File: src/verilog/npc_pkg.sv
package npc_pkg;

  // Power state encoding held in the two-bit state field.
  typedef enum logic [1:0] {
    NPC_D0 = 2'h0,
    NPC_D1 = 2'h1,
    NPC_D2 = 2'h2,
    NPC_D3 = 2'h3
  } npc_pstate_t;

  localparam logic NPC_HAS_D1 = 1'b1;
  localparam logic NPC_HAS_D2 = 1'b1;

  // Link debounce time in microseconds and its cycle count at 100 MHz.
  localparam int NPC_CLK_MHZ = 100;
  localparam int NPC_LINK_DEB_US = 10;
  localparam int NPC_LINK_DEB_CYC = NPC_LINK_DEB_US * NPC_CLK_MHZ;
  localparam int NPC_DEB_W = 11;

  localparam int NPC_PAT_W = 8;

endpackage : npc_pkg

File: src/verilog/npc_power_ctl.sv
`timescale 1ns/1ps
`default_nettype none

// Contract
// RULE_01: In full power the device passes transmit, receive and interrupts through unchanged.
// RULE_02: In any low-power state transmit requests from the host are refused.
// RULE_03: In any low-power state received data is not moved into host memory.
// RULE_04: In any low-power state no interrupt reaches the host.
// RULE_05: Context may be lost in the intermediate states and is treated as lost in the deepest state.
// RULE_06: On sleep with wake enabled the host selects the lowest state that can still signal wake.
// RULE_07: After link loss and a timeout the host selects the lowest state that still detects link up.
// RULE_08: On shutdown or sleep without wake the host moves the device straight to the deepest state.
// RULE_09: On system wake the device is returned from any low-power state to full power.
// RULE_10: Wake events come from a link-status change or from a recognised wake frame.
// RULE_11: Link-status changes are debounced so brief toggles raise no wake.
// RULE_12: Full power and the deepest state exist; the intermediate states are optional.
// RULE_13: Wake frames are recognised only by the host-programmed match criteria.
// RULE_14: The state is a two-bit field written by the host; a request for an absent state is ignored.
module npc_power_ctl
  import npc_pkg::*;
(
  input wire logic clk_sys,
  input wire logic sys_rst,
  input wire logic state_wr,
  input wire logic [1:0] state_wdata,
  input wire logic sys_wake,
  input wire logic wake_en,
  input wire logic link_wake_en,
  input wire logic frame_wake_en,
  input wire logic [NPC_PAT_W-1:0] wake_pattern,
  input wire logic [NPC_PAT_W-1:0] wake_mask,
  input wire logic link_up,
  input wire logic rx_frame_valid,
  input wire logic [NPC_PAT_W-1:0] rx_frame_key,
  input wire logic host_tx_req,
  output logic host_tx_ack,
  input wire logic rx_dma_req,
  output logic rx_dma_grant,
  input wire logic dev_irq,
  output logic host_irq,
  output logic [1:0] power_state,
  output logic context_lost,
  output logic link_stable,
  output logic pme_out
);

  typedef struct packed {
    npc_pstate_t state;
    logic ctx_lost;
    logic link_db;
    logic [NPC_DEB_W-1:0] deb_cnt;
    logic pme;
  } npc_state_t;

  npc_state_t s_reg;
  npc_state_t s_next;
  logic low_pwr;
  logic req_ok;
  logic frame_hit;

  assign low_pwr = (s_reg.state != NPC_D0);
  assign host_tx_ack = host_tx_req & ~low_pwr; // RULE_01 RULE_02
  assign rx_dma_grant = rx_dma_req & ~low_pwr; // RULE_03
  assign host_irq = dev_irq & ~low_pwr; // RULE_04
  assign power_state = s_reg.state;
  assign context_lost = s_reg.ctx_lost;
  assign link_stable = s_reg.link_db;
  assign pme_out = s_reg.pme;

  always_comb begin
    unique case (npc_pstate_t'(state_wdata))
      NPC_D1: req_ok = NPC_HAS_D1; // RULE_12 RULE_14
      NPC_D2: req_ok = NPC_HAS_D2; // RULE_12 RULE_14
      default: req_ok = 1'b1;
    endcase
  end

  // Only the bits the host selects in the mask take part in the match.
  assign frame_hit = rx_frame_valid & (((rx_frame_key ^ wake_pattern) & wake_mask) == '0); // RULE_13

  always_comb begin
    s_next = s_reg;
    // A new link level must hold for the whole debounce time before it counts.
    if (link_up == s_reg.link_db) begin
      s_next.deb_cnt = '0;
    end else if (s_reg.deb_cnt == NPC_DEB_W'(NPC_LINK_DEB_CYC - 1)) begin // RULE_11
      s_next.deb_cnt = '0;
      s_next.link_db = link_up;
      if (low_pwr && wake_en && link_wake_en) begin
        s_next.pme = 1'b1; // RULE_10
      end
    end else begin
      s_next.deb_cnt = s_reg.deb_cnt + NPC_DEB_W'(1);
    end
    if (low_pwr && wake_en && frame_wake_en && frame_hit) begin
      s_next.pme = 1'b1; // RULE_10 RULE_13
    end
    if (state_wr && req_ok) begin // RULE_14 RULE_06 RULE_07 RULE_08
      s_next.state = npc_pstate_t'(state_wdata);
      if (npc_pstate_t'(state_wdata) != NPC_D0) begin
        s_next.ctx_lost = 1'b1; // RULE_05
      end
    end
    if (sys_wake) begin
      s_next.state = NPC_D0; // RULE_09
      s_next.pme = 1'b0;
    end
    if (s_next.state == NPC_D0 && low_pwr) begin
      s_next.pme = 1'b0;
    end
    if (state_wr && !low_pwr && npc_pstate_t'(state_wdata) == NPC_D0) begin
      s_next.ctx_lost = 1'b0; // RULE_05
    end
  end

  always_ff @(posedge clk_sys) begin
    if (sys_rst) begin
      s_reg <= '{state: NPC_D0, ctx_lost: 1'b0, link_db: 1'b0, deb_cnt: '0, pme: 1'b0};
    end else begin
      s_reg <= s_next;
    end
  end

endmodule : npc_power_ctl

`default_nettype wire
File: config.mk
export PLATFORM = sky130hd
export DESIGN_NAME = npc_power_ctl
export DESIGN_NICKNAME = d
export VERILOG_FILES = /design/src/verilog/npc_pkg.sv /design/src/verilog/npc_power_ctl.sv
export SDC_FILE = /design/constraint.sdc
export NUM_CORES = 1
export LEC_CHECK = 0
export ABC_CLOCK_PERIOD_IN_PS = 2240
export BUFFER_PORTS_ARGS = -buffer_cell sky130_fd_sc_hd__buf_4
export CORE_MARGIN = 8
export CORE_UTILIZATION = 42
export DETAILED_ROUTE_END_ITERATION = 16
export PLACE_DENSITY_LB_ADDON = 0.05
export REMOVE_ABC_BUFFERS = 1
export SYNTH_ARGS = -nofsm -noshare
export SYNTH_HDL_FRONTEND = slang
export SYNTH_SLANG_ARGS = --single-unit
File: constraint.sdc
create_clock -name clk_sys -period 2.24 [get_ports clk_sys]
set_input_delay 0.112 -clock clk_sys [delete_from_list [all_inputs] [get_ports clk_sys]]
set_output_delay 0.112 -clock clk_sys [all_outputs]
set_load 0.1 [all_outputs]
==> flow_metrics.tcl <==
set metrics [dict create \
    ys_warn_count 0 \
    whs_ns 0.0206 \
    r2r_slack_ns 0.49 \
    fp.dieH_um 60.1 \
    fin_tns_setup_ns 0 \
    path_buf_inv 0 \
    required_ns 2.41 \
    yosysSeqAreaShare_pct 39.2 \
    cts.sinks 16 \
    cts_resized 0 \
    switchingPower_uw 173 \
    drv_cap 0 \
    leakagePower_uw 0.000518 \
    clock_latency_ns 0.29 \
    max_stage_delay_ns 0.43 \
    antenna_found_initial 0 \
    syn-instance-count 91 \
    arrival_ns 1.91 \
    multi_input_area_um2 473 \
    yosys_register_bits 16 \
    drc 0 \
    grt_usage_pct 12.6 \
    drt_iter0_markers 10 \
    drt-total-wl_mm 2.11 \
    largest_reg_flops 11 \
    intPower_uw 455 \
    wl_per_cell_um 12.8 \
    max_freq_mhz 573 \
    syn_to_final_growth_pct 48.7 \
    rsz0062_at_grt "false" \
    cp_max_fo 11 \
    start_util_pct 43.0 \
    power_density_nw_per_um2 517 \
    hpwl_mm 1.80 \
    cp_cell_sequence "ha_1 -> nand2_2 -> or4_4 -> nor2_4 -> or3_1 -> nor2_1" \
    vias_per_cell 4.78 \
    clk_path_buf_depth 2 \
    coreArea_um2 1900 \
    cts_htree_levels 1 \
    pin_count 46 \
    synth_top_family_by_area "simple AND/OR/NAND/NOR gates" \
    dieArea_um2 3610 \
    gp_congestion 0.751 \
    ys_types 28 \
    synthAdderAreaFrac_pct 1.53 \
    synth-xor-area-share_pct 19.3 \
    port-buffer-count 45 \
    vias 788 \
    nets 178 \
    fin_crit_ns 1.75 \
    yosys.area_share.simple_pct 24.5 \
    crit_family "simple AND/OR/NAND/NOR gates" \
    post-cts-setup-buffer-count 0 \
    worst_slew_pin_slew_ns 0.446 \
    ctsRootBufferMaster "clkbuf_4" \
    p_sw_share_pct 27.5 \
    clockPowerShare_pct 29.8 \
    dr.pass1.iters 4 \
    drive_gt1_share_pct 38.4 \
    setup_viol 0 \
    path_clk_slew_ns 0.09 \
    crit_slowest_cell "or4_4" \
    diodes 0 \
    finalCritPeriodShare_pct 77.9 \
    grt_overflow 0 \
    fp.dieW_um 60.1 \
    slew_viol_final 0 \
    rows 16 \
    p_seq_share_pct 46.4 \
    critPathKind "reg -> reg" \
    status "finished, final reports clean" \
    maxSlewHeadroom_pct 69.9 \
    end_kind "flip-flop" \
    cts_tree "done" \
    finalHoldViolations 0 \
    num-fill-cells 164 \
    layout_common_cells "buf_4 (45), dfxtp_1 (16), nor2_1 (15), xor2_1 (13), nand2_1 (6)" \
    netlist_area_um2 817 \
    muxShareOfSynthArea_pct 3.68 \
    cts-hold-fix-buffers 1 \
    irDropWorstVdd_uv 475 \
    grt_pass1_vias 790 \
    seqCellArea_um2 320 \
    clock_skew_ns 0.00775 \
    start_kind "flip-flop" \
    grt_pass1_wl_mm 3.42 \
    hold_path.class "in -> reg" \
    ant_nets 0 \
    grt_max_degree 12 \
    combPwrFrac_pct 23.8 \
    cts_inserted_buffers 3 \
    syn_avg_cell_area_um2 8.98 \
    final_common_cell "buf_4" \
    synth_compound_area_share_pct 8.88 \
]
==> kinds of logic after synthesis <==
family / count (synthesis)
flip-flops: 16
multiplexers: 3
buffers and inverters: 4
AO/OA/AOI/OAI: 9
XOR/XNOR: 18
AND/OR/NAND/NOR: 40
adder cells (fa/ha/maj): 1
==> routing by layer <==
layer,GRT usage (%),vias up,wire (µm)
met3,6.67,2,202
met5,0,-,0
li1,-,404,-
met1,11.8,355,760
met4,3.06,0,10
met2,23.2,27,1130
==> Yosys cell counts <==
cell | number | area (µm²)
or4_4 | 1 | 11.3
ha_1 | 1 | 12.5
nor2_1 | 15 | 56.3
o21ai_0 | 1 | 5.00
nand3_1 | 5 | 25.0
nor4b_1 | 1 | 8.76
dfxtp_1 | 16 | 320
mux2i_1 | 3 | 30.0
a222oi_1 | 1 | 10.0
or3_1 | 1 | 6.26
nor2_4 | 1 | 11.3
and3_1 | 1 | 6.26
nand2_2 | 1 | 6.26
nand2_1 | 6 | 22.5
a22o_1 | 1 | 8.76
a31oi_1 | 1 | 6.26
buf_2 | 1 | 5.00
a21oi_1 | 2 | 10.0
a2111oi_2 | 1 | 15.0
xnor2_1 | 5 | 43.8
a221oi_1 | 1 | 8.76
o2111ai_1 | 1 | 8.76
inv_1 | 1 | 3.75
xor2_1 | 13 | 114
and2_1 | 3 | 18.8
nor3_1 | 4 | 20.0
buf_4 | 2 | 15.0
nor3b_1 | 1 | 7.51
==> layout make-up <==
class	count	share of cell area, %
clock buffers	4	2.99
inverters	1	0.309
multi-input cells	71	38.9
flip-flops and latches	16	26.4
well taps	27	2.78
repair buffers	46	28.6
==> path summary, 6_finish.rpt <==
| check | start | endpoint | cells past startpoint |
|---|---|---|---|
| setup / recovery | s_reg[1] | s_reg[4] | 6 |
| hold / removal | sys_rst | context_lost | 2 |
| setup reg to reg | s_reg[1] | s_reg[4] | 6 |
| hold reg to reg | s_reg[1] | s_reg[1] | 1 |
==> per-stage QoR <==
stage / cells / power [µW] / worst slack [ns] / util [%] / instance area (µm²)
after floorplan: 88 / 375 / 0.312 / - / 797
after CTS: 165 / 636 / 0.474 / 63.9 / 1210
final: 165 / 628 / 0.494 / 63.9 / 1210
after global placement: 160 / 444 / 0.522 / 61.4 / 1170
after global routing: 165 / 666 / 0.336 / 63.9 / 1210
after detailed placement: 160 / 448 / 0.485 / 61.4 / 1170
==> power groups by stage <==
stage	logic (µW)	clock network (µW)	registers, µW
after floorplan	60.0	0	316
after global placement	146	0	298
after detailed placement	149	0	298
after CTS	151	193	291
after global routing	158	215	292
final	150	187	291
(Power assumes the default switching activity.)
